--- src/hdl/rt_pkg.sv ---
// shared constants, types and word helpers for the remote terminal engine
package rt_pkg;
	// ----------------------------------------
	// timing, in printed units, then cycles
	// ----------------------------------------
	localparam real CLK_MHZ = 125.0; // sys_clk rate
	localparam real RESP_MIN_US = 4.0;
	localparam real RESP_MAX_US = 12.0;
	localparam real NORESP_US = 14.0;
	localparam real GAP_US = 4.0;
	localparam real FAILSAFE_US = 800.0;
	localparam real WORD_US = 20.0; // one 20-bit word
	localparam real CONT_TOL_US = 1.0; // slack on word-to-word spacing
	localparam int RESP_MIN_CYC = int'($ceil(RESP_MIN_US * CLK_MHZ));
	localparam int RESP_MAX_CYC = int'($floor(RESP_MAX_US * CLK_MHZ));
	localparam int RESP_DLY_CYC = (RESP_MIN_CYC + RESP_MAX_CYC) / 2;
	localparam int NORESP_CYC = int'($ceil(NORESP_US * CLK_MHZ));
	localparam int GAP_CYC = int'($ceil(GAP_US * CLK_MHZ));
	localparam int FAILSAFE_CYC = int'($floor(FAILSAFE_US * CLK_MHZ));
	localparam int WORD_CYC = int'($floor(WORD_US * CLK_MHZ));
	localparam int TOL_CYC = int'($floor(CONT_TOL_US * CLK_MHZ));
	localparam int BIT_CYC = int'(CLK_MHZ); // one bit is 1 us
	localparam int HALF_A_CYC = BIT_CYC / 2;
	localparam int HALF_B_CYC = BIT_CYC - HALF_A_CYC;
	localparam int TMR_W = 13;
	localparam int FS_W = 17;
	localparam logic [TMR_W-1:0] T_RESP = TMR_W'(RESP_DLY_CYC);
	localparam logic [TMR_W-1:0] T_WORD_LO = TMR_W'(WORD_CYC - TOL_CYC);
	localparam logic [TMR_W-1:0] T_WORD_HI = TMR_W'(WORD_CYC + TOL_CYC);
	localparam logic [TMR_W-1:0] T_PEER = TMR_W'(NORESP_CYC + WORD_CYC);
	localparam logic [TMR_W-1:0] T_GAP = TMR_W'(GAP_CYC + WORD_CYC);
	localparam logic [6:0] HA_LAST = 7'(HALF_A_CYC - 1);
	localparam logic [6:0] HB_LAST = 7'(HALF_B_CYC - 1);
	// ----------------------------------------
	// word layout
	// ----------------------------------------
	localparam logic [5:0] HALVES = 6'h28; // half-bits in a word
	localparam logic [5:0] SYNC_CMD = 6'h38; // command/status sync
	localparam logic [5:0] SYNC_DAT = 6'h07; // data sync
	localparam logic [4:0] BCAST_ADDR = 5'h1F;
	localparam logic [4:0] MODE_SA_LO = 5'h00;
	localparam logic [4:0] MODE_SA_HI = 5'h1F;
	localparam logic [5:0] WC_MAX = 6'h20; // count field zero means 32
	localparam int ST_ME = 10;
	localparam int ST_SR = 8;
	localparam int ST_BCR = 4;
	localparam int ST_BUSY = 3;
	localparam int ST_SSF = 2;
	localparam int ST_DBCA = 1;
	localparam int ST_TF = 0;
	// ----------------------------------------
	// registers
	// ----------------------------------------
	localparam logic [3:0] REG_CTRL = 4'h0;
	localparam logic [3:0] REG_MODEDATA = 4'h4;
	localparam logic [3:0] REG_STATUS = 4'h8;
	localparam logic [3:0] REG_LASTCMD = 4'hC;
	localparam logic [11:0] CTRL_RST = 12'h020;
	localparam logic [15:0] MODEDATA_RST = 16'h0000;
	localparam int C_BCEN = 5;
	localparam int C_MON = 6;
	localparam int C_SR = 7;
	localparam int C_BUSY = 8;
	localparam int C_SSF = 9;
	localparam int C_DBCA = 10;
	localparam int C_TF = 11;
	typedef enum logic [2:0] {ST_IDLE, ST_RX, ST_PEER, ST_RESP, ST_TX} state_e;
	// builds the 40 half-bit pattern of one word, sent msb first
	function automatic logic [39:0] encWord(input logic isCmd, input logic [15:0] d);
		logic [39:0] h;
		h = '0;
		h[39:34] = isCmd ? SYNC_CMD : SYNC_DAT;
		for (int i = 0; i < 16; i++) begin
			h[33-2*i -: 2] = {d[15-i], ~d[15-i]};
		end
		h[1:0] = {~^d, ^d}; // odd parity over data plus parity
		return h;
	endfunction : encWord
endpackage : rt_pkg

--- src/hdl/rt_msg_engine.sv ---
// remote terminal message engine: command handling, replies, wishbone regs
`timescale 1ns/1ps
module rt_msg_engine #(
	parameter int FAILSAFE_CYC = rt_pkg::FAILSAFE_CYC,
	parameter logic ILLEGAL_MON = 1'b1,
	parameter logic [31:0] RX_SA_MASK = 32'hFFFF_FFFF,
	parameter logic [31:0] TX_SA_MASK = 32'hFFFF_FFFF,
	parameter logic [31:0] MODE_MASK = 32'hFFFF_FFFF
) (
	input wire logic sys_clk,
	input wire logic nrst,
	input wire logic rxStb,
	input wire logic [39:0] rxHalves,
	output logic txOut,
	output logic txEn,
	output logic [4:0] txIdx,
	input wire logic [15:0] txWordIn,
	output logic [15:0] dataOut,
	output logic dataStb,
	output logic [4:0] dataIdx,
	output logic dataIsCmd,
	output logic msgDone,
	output logic msgOk,
	input wire logic wb_cyc_i,
	input wire logic wb_stb_i,
	input wire logic wb_we_i,
	input wire logic [3:0] wb_adr_i,
	input wire logic [3:0] wb_sel_i,
	input wire logic [31:0] wb_dat_i,
	output logic [31:0] wb_dat_o,
	output logic wb_ack_o
);
	localparam logic [rt_pkg::FS_W-1:0] FS_LIM = rt_pkg::FS_W'(FAILSAFE_CYC);
	// ----------------------------------------
	// state
	// ----------------------------------------
	typedef struct packed {
		rt_pkg::state_e st;
		logic [rt_pkg::TMR_W-1:0] tmr; // phase timer
		logic [rt_pkg::TMR_W-1:0] gapTmr; // since last word on bus
		logic [5:0] want; // data words expected
		logic [5:0] got;
		logic [5:0] txLeft;
		logic [4:0] txIdx;
		logic bcast;
		logic tr;
		logic mode;
		logic illegal;
		logic me; // message error flag
		logic bcr; // broadcast received flag
		logic failTrip;
		logic gapShort;
		logic [rt_pkg::FS_W-1:0] failCnt;
		logic ldStb;
		logic kill;
		logic [39:0] ldHalves;
		logic [15:0] lastCmd;
		logic [15:0] sts; // last status word built
		logic [15:0] dOut;
		logic dStb;
		logic dIsCmd;
		logic [4:0] dIdx;
		logic done;
		logic ok;
		logic [11:0] ctrl;
		logic [15:0] modeData;
		logic ack;
		logic [31:0] rdat;
	} eng_s;
	localparam eng_s RST = '{st: rt_pkg::ST_IDLE, ctrl: rt_pkg::CTRL_RST,
		modeData: rt_pkg::MODEDATA_RST, default: '0};
	eng_s eng_ff, nxt_eng;
	logic encFree; // encoder holding slot empty
	logic encBusy;
	// decode of the word just validated
	logic [4:0] wAddr;
	logic wTr;
	logic [4:0] wSa;
	logic [4:0] wWc;
	logic wMode;
	logic wBc;
	logic wHit;
	logic [5:0] wCnt;
	logic vStb;
	logic vOk;
	logic vCmd;
	logic [15:0] vData;
	// ----------------------------------------
	// helpers
	// ----------------------------------------
	// byte-lane merge for wishbone writes
	function automatic logic [31:0] wrMerge(input logic [31:0] old, input logic [31:0] d,
		input logic [3:0] sel);
		logic [31:0] r;
		r = old;
		for (int b = 0; b < 4; b++) begin
			if (sel[b]) begin
				r[8*b +: 8] = d[8*b +: 8];
			end
		end
		return r;
	endfunction : wrMerge
	// unimplemented subaddress or mode code for this terminal
	function automatic logic isIllegal(input logic [15:0] c);
		logic m;
		m = (c[9:5] == rt_pkg::MODE_SA_LO) || (c[9:5] == rt_pkg::MODE_SA_HI);
		if (m) begin
			return !MODE_MASK[c[4:0]];
		end
		return c[10] ? !TX_SA_MASK[c[9:5]] : !RX_SA_MASK[c[9:5]];
	endfunction : isIllegal
	// ----------------------------------------
	// submodules
	// ----------------------------------------
	rx_word_check u_chk (
		.sys_clk(sys_clk),
		.nrst(nrst),
		.rxStb(rxStb),
		.rxHalves(rxHalves),
		.vStb(vStb),
		.vOk(vOk),
		.vCmd(vCmd),
		.vData(vData)
	);
	tx_word_enc u_enc (
		.sys_clk(sys_clk),
		.nrst(nrst),
		.ldStb(eng_ff.ldStb),
		.ldHalves(eng_ff.ldHalves),
		.kill(eng_ff.kill),
		.txOut(txOut),
		.txEn(encBusy),
		.holdFree(encFree)
	);
	assign txEn = encBusy;
	// ----------------------------------------
	// command decode
	// ----------------------------------------
	assign wAddr = vData[15:11];
	assign wTr = vData[10];
	assign wSa = vData[9:5];
	assign wWc = vData[4:0];
	assign wMode = (wSa == rt_pkg::MODE_SA_LO) || (wSa == rt_pkg::MODE_SA_HI);
	// monitor mode never takes broadcast, only the own address
	assign wBc = (wAddr == rt_pkg::BCAST_ADDR) && eng_ff.ctrl[rt_pkg::C_BCEN]
		&& !eng_ff.ctrl[rt_pkg::C_MON];
	assign wHit = wBc || (wAddr == eng_ff.ctrl[4:0]);
	assign wCnt = wMode ? {5'h00, wWc[4]} : ((wWc == 5'h00) ? rt_pkg::WC_MAX : {1'b0, wWc});
	// ----------------------------------------
	// next-state logic
	// ----------------------------------------
	always_comb begin
		logic [15:0] stsW;
		logic [31:0] mrgCtrl; // merged control write, cut to register width below
		logic [31:0] mrgMode; // merged mode data write
		stsW = '0;
		mrgCtrl = '0;
		mrgMode = '0;
		nxt_eng = eng_ff;
		nxt_eng.ldStb = 1'b0;
		nxt_eng.kill = 1'b0;
		nxt_eng.dStb = 1'b0;
		nxt_eng.done = 1'b0;
		if (eng_ff.tmr != '1) begin
			nxt_eng.tmr = eng_ff.tmr + 1'b1;
		end
		if (eng_ff.gapTmr != '1) begin
			nxt_eng.gapTmr = eng_ff.gapTmr + 1'b1;
		end
		// status word: flags plus the live subsystem levels
		stsW[15:11] = eng_ff.ctrl[4:0];
		stsW[rt_pkg::ST_ME] = eng_ff.me;
		stsW[rt_pkg::ST_SR] = eng_ff.ctrl[rt_pkg::C_SR];
		stsW[rt_pkg::ST_BCR] = eng_ff.bcr;
		stsW[rt_pkg::ST_BUSY] = eng_ff.ctrl[rt_pkg::C_BUSY];
		stsW[rt_pkg::ST_SSF] = eng_ff.ctrl[rt_pkg::C_SSF];
		stsW[rt_pkg::ST_DBCA] = eng_ff.ctrl[rt_pkg::C_DBCA];
		stsW[rt_pkg::ST_TF] = eng_ff.ctrl[rt_pkg::C_TF];
		// kept live so software sees flags even when the reply was withheld
		nxt_eng.sts = stsW;
		// timeouts per phase
		case (eng_ff.st)
			rt_pkg::ST_RX: begin
				if (eng_ff.tmr > rt_pkg::T_WORD_HI) begin
					nxt_eng.me = 1'b1;
					nxt_eng.st = rt_pkg::ST_IDLE;
					nxt_eng.done = 1'b1;
					nxt_eng.ok = 1'b0;
				end
			end
			rt_pkg::ST_PEER: begin
				// peer silent past the no-response wait: drop message
				if (eng_ff.tmr > rt_pkg::T_PEER) begin
					nxt_eng.me = 1'b1;
					nxt_eng.st = rt_pkg::ST_IDLE;
					nxt_eng.done = 1'b1;
					nxt_eng.ok = 1'b0;
				end
			end
			rt_pkg::ST_RESP: begin
				if (eng_ff.tmr == rt_pkg::T_RESP) begin
					nxt_eng.failCnt = '0;
					nxt_eng.sts = stsW;
					if (eng_ff.failTrip) begin
						nxt_eng.st = rt_pkg::ST_IDLE; // tripped: stay off the bus
					end else begin
						nxt_eng.ldStb = 1'b1;
						nxt_eng.ldHalves = rt_pkg::encWord(1'b1, stsW);
						nxt_eng.txLeft = eng_ff.tr ? eng_ff.want : 6'h00;
						nxt_eng.txIdx = '0;
						nxt_eng.st = rt_pkg::ST_TX;
					end
				end
			end
			rt_pkg::ST_TX: begin
				if (encBusy) begin
					nxt_eng.failCnt = eng_ff.failCnt + 1'b1;
				end
				if (eng_ff.failCnt >= FS_LIM) begin
					nxt_eng.kill = 1'b1;
					nxt_eng.failTrip = 1'b1;
					nxt_eng.st = rt_pkg::ST_IDLE;
				end else if (encFree && !eng_ff.ldStb && eng_ff.txLeft != 6'h00) begin
					// queued while the previous word shifts, so no gap
					nxt_eng.ldStb = 1'b1;
					nxt_eng.ldHalves = rt_pkg::encWord(1'b0,
						eng_ff.mode ? eng_ff.modeData : txWordIn);
					nxt_eng.txLeft = eng_ff.txLeft - 6'h01;
					nxt_eng.txIdx = eng_ff.txIdx + 5'h01;
				end else if (encFree && !eng_ff.ldStb && !encBusy) begin
					nxt_eng.st = rt_pkg::ST_IDLE;
				end
			end
			default: begin
			end
		endcase
		// received words; own transmission is half duplex and ignored
		if (vStb && eng_ff.st != rt_pkg::ST_TX) begin
			nxt_eng.gapTmr = '0;
			if (eng_ff.ctrl[rt_pkg::C_MON]) begin
				nxt_eng.dOut = vData; // monitor capture of all good words
				nxt_eng.dStb = vOk;
				nxt_eng.dIsCmd = vCmd;
				nxt_eng.dIdx = '0;
			end
			if (vOk && vCmd && wHit) begin
				// a fresh command overrides whatever was under way
				nxt_eng.lastCmd = vData;
				nxt_eng.me = 1'b0;
				nxt_eng.bcr = 1'b0;
				nxt_eng.failTrip = 1'b0;
				nxt_eng.gapShort = (eng_ff.st == rt_pkg::ST_IDLE)
					&& (eng_ff.gapTmr < rt_pkg::T_GAP);
				nxt_eng.tmr = '0;
				nxt_eng.got = '0;
				nxt_eng.want = wCnt;
				nxt_eng.bcast = wBc;
				nxt_eng.tr = wTr;
				nxt_eng.mode = wMode;
				nxt_eng.illegal = ILLEGAL_MON && isIllegal(vData);
				if (wTr && wBc) begin
					// broadcast transmit: only the no-data mode form is meaningful
					nxt_eng.st = rt_pkg::ST_IDLE;
					if (wMode && !wWc[4]) begin
						nxt_eng.bcr = 1'b1;
						nxt_eng.done = 1'b1;
						nxt_eng.ok = 1'b1;
					end
				end else if (wTr) begin
					nxt_eng.me = nxt_eng.illegal;
					if (nxt_eng.illegal || eng_ff.ctrl[rt_pkg::C_BUSY]) begin
						nxt_eng.want = 6'h00; // status only
					end
					nxt_eng.st = rt_pkg::ST_RESP;
					nxt_eng.done = 1'b1;
					nxt_eng.ok = !nxt_eng.illegal;
				end else if (wCnt == 6'h00) begin
					nxt_eng.done = 1'b1;
					nxt_eng.ok = !nxt_eng.illegal;
					nxt_eng.bcr = wBc;
					nxt_eng.me = nxt_eng.illegal;
					nxt_eng.st = wBc ? rt_pkg::ST_IDLE : rt_pkg::ST_RESP;
				end else begin
					nxt_eng.st = rt_pkg::ST_RX;
				end
			end else if (eng_ff.st == rt_pkg::ST_RX) begin
				if (vOk && vCmd && eng_ff.got == 6'h00 && wTr) begin
					nxt_eng.st = rt_pkg::ST_PEER;
					nxt_eng.tmr = '0;
				end else if (!vOk || vCmd || eng_ff.tmr < rt_pkg::T_WORD_LO) begin
					// bad word or early sync spoils the whole message
					nxt_eng.me = 1'b1;
					nxt_eng.st = rt_pkg::ST_IDLE;
					nxt_eng.done = 1'b1;
					nxt_eng.ok = 1'b0;
				end else begin
					nxt_eng.got = eng_ff.got + 6'h01;
					nxt_eng.tmr = '0;
					nxt_eng.dOut = vData;
					nxt_eng.dStb = 1'b1;
					nxt_eng.dIsCmd = 1'b0;
					nxt_eng.dIdx = eng_ff.got[4:0];
					if (eng_ff.got + 6'h01 == eng_ff.want) begin
						nxt_eng.done = 1'b1;
						nxt_eng.ok = !eng_ff.illegal;
						nxt_eng.me = eng_ff.illegal;
						if (eng_ff.bcast) begin
							nxt_eng.bcr = 1'b1;
							nxt_eng.st = rt_pkg::ST_IDLE;
						end else begin
							nxt_eng.st = rt_pkg::ST_RESP;
						end
					end
				end
			end else if (eng_ff.st == rt_pkg::ST_PEER && vOk && vCmd) begin
				nxt_eng.st = rt_pkg::ST_RX; // peer status seen, data follows
				nxt_eng.tmr = '0;
			end
			// other words fall through silently
		end
		// wishbone slave, answers one cycle after the strobe
		nxt_eng.ack = wb_cyc_i && wb_stb_i && !eng_ff.ack;
		if (wb_cyc_i && wb_stb_i && !eng_ff.ack) begin
			if (wb_we_i && wb_adr_i == rt_pkg::REG_CTRL) begin
				mrgCtrl = wrMerge({20'h00000, eng_ff.ctrl}, wb_dat_i, wb_sel_i);
				nxt_eng.ctrl = mrgCtrl[11:0];
			end
			if (wb_we_i && wb_adr_i == rt_pkg::REG_MODEDATA) begin
				mrgMode = wrMerge({16'h0000, eng_ff.modeData}, wb_dat_i, wb_sel_i);
				nxt_eng.modeData = mrgMode[15:0];
			end
			case (wb_adr_i)
				rt_pkg::REG_CTRL: nxt_eng.rdat = {20'h00000, eng_ff.ctrl};
				rt_pkg::REG_MODEDATA: nxt_eng.rdat = {16'h0000, eng_ff.modeData};
				rt_pkg::REG_STATUS: nxt_eng.rdat = {13'h0000, eng_ff.gapShort, encBusy,
					eng_ff.failTrip, eng_ff.sts};
				rt_pkg::REG_LASTCMD: nxt_eng.rdat = {16'h0000, eng_ff.lastCmd};
				default: nxt_eng.rdat = 32'h0000_0000;
			endcase
		end
	end
	always_ff @(posedge sys_clk) begin
		if (!nrst) begin
			eng_ff <= RST;
		end else begin
			eng_ff <= nxt_eng;
		end
	end
	// ----------------------------------------
	// outputs
	// ----------------------------------------
	assign txIdx = eng_ff.txIdx;
	assign dataOut = eng_ff.dOut;
	assign dataStb = eng_ff.dStb;
	assign dataIdx = eng_ff.dIdx;
	assign dataIsCmd = eng_ff.dIsCmd;
	assign msgDone = eng_ff.done;
	assign msgOk = eng_ff.ok;
	assign wb_dat_o = eng_ff.rdat;
	assign wb_ack_o = eng_ff.ack;
endmodule : rt_msg_engine

--- src/hdl/rx_word_check.sv ---
// checks one sliced word: sync, manchester pairs, parity
`timescale 1ns/1ps
module rx_word_check (
	input wire logic sys_clk,
	input wire logic nrst,
	input wire logic rxStb,
	input wire logic [39:0] rxHalves,
	output logic vStb,
	output logic vOk,
	output logic vCmd,
	output logic [15:0] vData
);
	typedef struct packed {logic stb; logic ok; logic cmd; logic [15:0] data;} chk_s;
	chk_s chk_ff, nxt_chk;
	// ----------------------------------------
	// validation
	// ----------------------------------------
	always_comb begin
		logic pairOk;
		pairOk = 1'b1;
		nxt_chk = chk_ff;
		nxt_chk.stb = rxStb;
		for (int i = 0; i < 17; i++) begin
			pairOk = pairOk & (rxHalves[33-2*i] ^ rxHalves[32-2*i]); // no mid-bit edge fails
		end
		if (rxStb) begin
			for (int i = 0; i < 16; i++) begin
				nxt_chk.data[15-i] = rxHalves[33-2*i];
			end
			nxt_chk.cmd = rxHalves[39:34] == rt_pkg::SYNC_CMD;
			nxt_chk.ok = pairOk && (nxt_chk.cmd || rxHalves[39:34] == rt_pkg::SYNC_DAT)
				&& ((^nxt_chk.data) ^ rxHalves[1]);
		end
	end
	always_ff @(posedge sys_clk) begin
		if (!nrst) begin
			chk_ff <= '0;
		end else begin
			chk_ff <= nxt_chk;
		end
	end
	assign vStb = chk_ff.stb;
	assign vOk = chk_ff.ok;
	assign vCmd = chk_ff.cmd;
	assign vData = chk_ff.data;
endmodule : rx_word_check

--- src/hdl/tx_word_enc.sv ---
// serialises words as half-bits, with one holding slot for gapless runs
`timescale 1ns/1ps
module tx_word_enc (
	input wire logic sys_clk,
	input wire logic nrst,
	input wire logic ldStb,
	input wire logic [39:0] ldHalves,
	input wire logic kill,
	output logic txOut,
	output logic txEn,
	output logic holdFree
);
	typedef struct packed {
		logic [39:0] sh;
		logic [5:0] left;
		logic [6:0] cnt;
		logic ph;
		logic [39:0] hold;
		logic holdV;
		logic out;
		logic en;
	} enc_s;
	enc_s enc_ff, nxt_enc;
	// ----------------------------------------
	// shifter
	// ----------------------------------------
	// half-bits alternate 62/63 cycles so each bit is exactly 1 us
	always_comb begin
		nxt_enc = enc_ff;
		if (enc_ff.en) begin
			if (enc_ff.cnt == (enc_ff.ph ? rt_pkg::HB_LAST : rt_pkg::HA_LAST)) begin
				nxt_enc.cnt = '0;
				nxt_enc.ph = ~enc_ff.ph;
				nxt_enc.sh = {enc_ff.sh[38:0], 1'b0};
				nxt_enc.left = enc_ff.left - 6'h01;
				nxt_enc.out = enc_ff.sh[38];
				if (enc_ff.left == 6'h01) begin
					nxt_enc.en = 1'b0;
					nxt_enc.out = 1'b0;
				end
			end else begin
				nxt_enc.cnt = enc_ff.cnt + 7'h01;
			end
		end
		// next word starts on the very edge the last one ends
		if (!nxt_enc.en && enc_ff.holdV) begin
			nxt_enc.sh = enc_ff.hold;
			nxt_enc.left = rt_pkg::HALVES;
			nxt_enc.cnt = '0;
			nxt_enc.ph = 1'b0;
			nxt_enc.out = enc_ff.hold[39];
			nxt_enc.en = 1'b1;
			nxt_enc.holdV = 1'b0;
		end
		if (ldStb) begin
			nxt_enc.hold = ldHalves;
			nxt_enc.holdV = 1'b1;
		end
		if (kill) begin
			nxt_enc = '0; // fail-safe cut, drop everything
		end
	end
	always_ff @(posedge sys_clk) begin
		if (!nrst) begin
			enc_ff <= '0;
		end else begin
			enc_ff <= nxt_enc;
		end
	end
	assign txOut = enc_ff.out;
	assign txEn = enc_ff.en;
	assign holdFree = ~enc_ff.holdV;
endmodule : tx_word_enc
--- config.mk ---
export PLATFORM = sky130hd
export DESIGN_NAME = rt_msg_engine
export DESIGN_NICKNAME = d
export VERILOG_FILES = /design/src/hdl/rt_pkg.sv /design/src/hdl/rt_msg_engine.sv /design/src/hdl/rx_word_check.sv /design/src/hdl/tx_word_enc.sv
export SDC_FILE = /design/constraint.sdc
export NUM_CORES = 1
export LEC_CHECK = 0
export BUFFER_PORTS_ARGS = -buffer_cell sky130_fd_sc_hd__buf_4
export CAP_MARGIN = 20
export CORE_ASPECT_RATIO = 0.8
export CORE_MARGIN = 4
export CORE_UTILIZATION = 59
export CTS_CLUSTER_SIZE = 12
export DETAILED_ROUTE_END_ITERATION = 10
export PLACE_DENSITY = 0.83
export SYNTH_ARGS = -nofsm -noshare
export SYNTH_HDL_FRONTEND = slang
export SYNTH_HIERARCHICAL = 1
export SYNTH_SLANG_ARGS = --single-unit
--- constraint.sdc ---
create_clock -name sys_clk -period 3.6 [get_ports sys_clk]
set_input_delay 0.36 -clock sys_clk [delete_from_list [all_inputs] [get_ports sys_clk]]
set_output_delay 0.36 -clock sys_clk [all_outputs]
set_load 0.1 [all_outputs]
==> impl_table.tex <==
\begin{tabular}{lr}
\hline
Metric & Value \\
\hline
\multicolumn{2}{l}{\textbf{Yosys}} \\
Netlist area before placement & $\sim$16000 µm² \\
FFs w/ async S/R, synth & 0\% \\
Flip-flop and latch count after synthesis & between 300 and 400 \\
Post-Synthesis Mean Instance Area & slightly below 9 µm² \\
Prevailing post-synth register cell & sky130\_fd\_sc\_hd\_\_dfxtp\_1 \\
Number of synthesized flops with an enable pin & 0 \\
Share of the yosys chip area belonging to registers & a little over two fifths \\
Post-synthesis instance total & roughly 1800 \\
Ys Warns & 6 \\
Number of distinct library cells after synthesis & 80 \\
\multicolumn{2}{l}{\textbf{Pwr}} \\
Worst-case vdd ir drop & $\sim$350 µV \\
Overall power of the completed layout & between 7 and 8 mW \\
Total power density per cell area & between 400 and 500 nW/µm² \\
Leakage power of the design & 6.55 nW \\
\multicolumn{2}{l}{\textbf{Worst setup path}} \\
CP required & about 4000 ps \\
Worst path arrival time & between 3000 and 4000 ps \\
Crit start category & flop \\
WS Path Type & reg2reg \\
Critical Path End Type & flop \\
Maximum fanout count along the critical path & 19 \\
\multicolumn{2}{l}{\textbf{Global route}} \\
Number of global-route vias before repair & $\sim$13000 \\
First-pass GRT wire length & about 65 mm \\
Overall track demand over capacity in global routing & 26.4\% \\
Pin count of the biggest net entering global routing & between 60 and 70 \\
Number of antenna violations at the first check in global routing & 0 \\
Total congestion overflow & 0 \\
\multicolumn{2}{l}{\textbf{Timing}} \\
Worst slew margin relative to its limit & 32.2\% \\
Final number of max-transition violations & 0 \\
Tcrit/Tclk final & a little under nine tenths \\
Count of final setup violators & 0 \\
Worst slack on hold paths & $\sim$95 ps \\
Final clock skew & about 10 ps \\
Post-route setup TNS & 0 ps \\
Unrepaired setup endpoints after global routing & false \\
Hold violation total from the final report & 0 \\
Tmin final & $\sim$3100 ps \\
Maximum clock frequency & 324 MHz \\
Actual transition at the worst max-transition pin & around 1000 ps \\
\multicolumn{2}{l}{\textbf{Floorplanning}} \\
Die width & 190 µm \\
Ports & 167 \\
Area of the core & $\sim$26000 µm² \\
\# rows & 53 \\
Initial core utilization & between 50 and 60\% \\
Chip Height & around 150 µm \\
Die area & about 29000 µm² \\
\multicolumn{2}{l}{\textbf{Clock network}} \\
Quantity of gates resized following cts & 0 \\
CTS Buf Count & 34 \\
Latest clock arrival within the worst-skew pair & 510 ps \\
Hold bufs inserted after CTS & 0 \\
Clock Pin Slew Worst Setup and Hold Paths & roughly 60 ps \\
H-tree depth reported by CTS & 2 \\
Clock Tree Root & sky130\_fd\_sc\_hd\_\_clkbuf\_16 \\
Post-CTS Setup Repair Bufs & 0 \\
CTS tree & yes \\
Clock sink count & about 330 \\
Maximum buffer depth of the clock tree & 3 \\
\multicolumn{2}{l}{\textbf{Drt}} \\
DR WL/cell & 18.5 µm \\
Detailed route wirelength on metal3 & roughly 3.6 mm \\
Uppermost layer routed & met5 \\
Wire length on met2 & $\sim$18 mm \\
Number of routed nets with antenna violations & 0 \\
Drt first pass iters & 5 \\
Drc violations & 0 \\
Average vias per placed instance & just over 6 \\
Iteration-0 DRC count of the detailed router & approximately 1200 \\
Sum of routed wire segments on met1 & between 15 and 20 mm \\
Final routed wirelength across all metal layers & 40.6 mm \\
Detailed-route via count & between 10000 and 15000 \\
\multicolumn{2}{l}{\textbf{Job}} \\
Number of maximum-capacitance constraint violations & 0 \\
\multicolumn{2}{l}{\textbf{Final layout}} \\
Net count reported at finish & just under 2000 \\
Area occupied by multi-input gates & 8090 µm² \\
Leading cell type in the layout, fill and taps excluded & sky130\_fd\_sc\_hd\_\_dfxtp\_1 \\
Relative area change from synthesis to final layout & 11.9\% \\
Ratio of cells with drive above 1 in the final layout & between 10 and 15\% \\
Post-layout util & between 60\% and 70\% \\
Reg area & 6590 µm² \\
Highest-count cells in the layout ignoring fill and taps & sky130\_fd\_sc\_hd\_\_dfxtp\_1, sky130\_fd\_sc\_hd\_\_nor2\_1, sky130\_fd\_sc\_hd\_\_buf\_4 \\
Antenna cell count & 0 \\
Total of fill cells in the finished design & about 2000 \\
\multicolumn{2}{l}{\textbf{Placement}} \\
Count of buffers from port buffering & 135 \\
Post-DP HPWL & around 28 mm \\
Final GP Congestion & 0.954 \\
\multicolumn{2}{l}{\textbf{Status}} \\
Status & complete, no violations \\
\multicolumn{2}{l}{\textbf{Worst hold path}} \\
HP Class & in2reg \\
\hline
\end{tabular}
## layer usage
layer,up-vias,global-route usage [%]
li1,6350,-
met1,6418,38.3
met2,572,40.5
met3,78,5.45
met4,2,6.51
met5,-,1.84
## cell type report
cell class | count | share of cell area [%]
well taps | 357 | 2.55
inverters | 25 | 0.543
clock buffers | 46 | 5.52
multi-input cells | 1261 | 46.2
repair buffers | 172 | 7.52
clock inverters | 2 | 0.0786
flip-flops and latches | 329 | 37.6
## state kept, by name, summed over array words and instances, names as in the netlist, 5 cells and up
signal        flops
eng_ff          164
dataIdx           5
u_chk/vData      16
txIdx             5
u_enc/enc_ff     94
dataOut          16
wb_dat_o         19
## kinds of logic (layout without fill, tap and decap cells)
logic type | after synthesis | in the layout | synth area share (%)
buffers and inverters | 206 | 245 | 6.74
flip-flops | 329 | 329 | 42.1
XOR/XNOR | 111 | 111 | 6.39
AND/OR/NAND/NOR | 583 | 583 | 17.6
multiplexers | 124 | 124 | 8.06
other | 1 | 13 | 0.0240
adder cells (fa/ha/maj) | 14 | 14 | 1.12
AO/OA/AOI/OAI | 416 | 416 | 17.9
## power breakdown
group	total (mW)	leakage, nW	switching [mW]	internal [mW]
registers	3.69	2.65	0.0279	3.66
clock network	3.23	0.483	1.37	1.86
logic	0.467	3.41	0.286	0.181
total	7.38	6.55	1.68	5.70
## through the flow
| step | worst slack, ps | cells | area (µm²) |
|---|---|---|---|
| 2_1_floorplan | 838 | 1796 | 15700 |
| 3_3_place_gp | 642 | 2144 | 16500 |
| 3_5_place_dp | 577 | 2144 | 16500 |
| 4_1_cts | 551 | 2192 | 17500 |
| 5_1_grt | 393 | 2192 | 17500 |
| 6_report | 511 | 2192 | 17500 |
## worst max-delay path, stage by stage, from the launching register on
cell	delay, ps
sky130_fd_sc_hd__dfxtp_1	390
sky130_fd_sc_hd__or4_4	560
sky130_fd_sc_hd__or4_4	530
sky130_fd_sc_hd__or3_1	550
sky130_fd_sc_hd__a22oi_2	310
sky130_fd_sc_hd__buf_4	340
sky130_fd_sc_hd__nand4_1	160
sky130_fd_sc_hd__mux2i_1	140
## cells in the mapped netlist (20+ instances only)
master / instances / area share, %
sky130_fd_sc_hd__buf_2: 21 / 0.67
sky130_fd_sc_hd__nand3_1: 42 / 1.3
sky130_fd_sc_hd__inv_1: 23 / 0.55
sky130_fd_sc_hd__a211oi_1: 43 / 2.1
sky130_fd_sc_hd__o31ai_1: 55 / 2.6
sky130_fd_sc_hd__clkbuf_1: 92 / 2.2
sky130_fd_sc_hd__mux2i_1: 108 / 6.9
sky130_fd_sc_hd__o21ai_0: 46 / 1.5
sky130_fd_sc_hd__xnor2_1: 55 / 3.1
sky130_fd_sc_hd__a21oi_1: 142 / 4.5
sky130_fd_sc_hd__nand4_1: 27 / 1.1
sky130_fd_sc_hd__or3_1: 20 / 0.80
sky130_fd_sc_hd__nand2_1: 138 / 3.3
sky130_fd_sc_hd__buf_4: 62 / 3.0
sky130_fd_sc_hd__nor2_1: 192 / 4.6
sky130_fd_sc_hd__nor3_1: 73 / 2.3
sky130_fd_sc_hd__xor2_1: 54 / 3.0
sky130_fd_sc_hd__dfxtp_1: 329 / 42
## final timing paths
check,start,depth (start not counted),end,slack (ps)
min reg2reg,wb_dat_o[17],2,wb_dat_o[17],450
max reg2reg,eng_ff[231],7,txIdx[3],510
max,eng_ff[231],7,txIdx[3],510
min,wb_dat_i[12],3,eng_ff[45],90
Note: power is estimated with default switching activity, not from simulation.
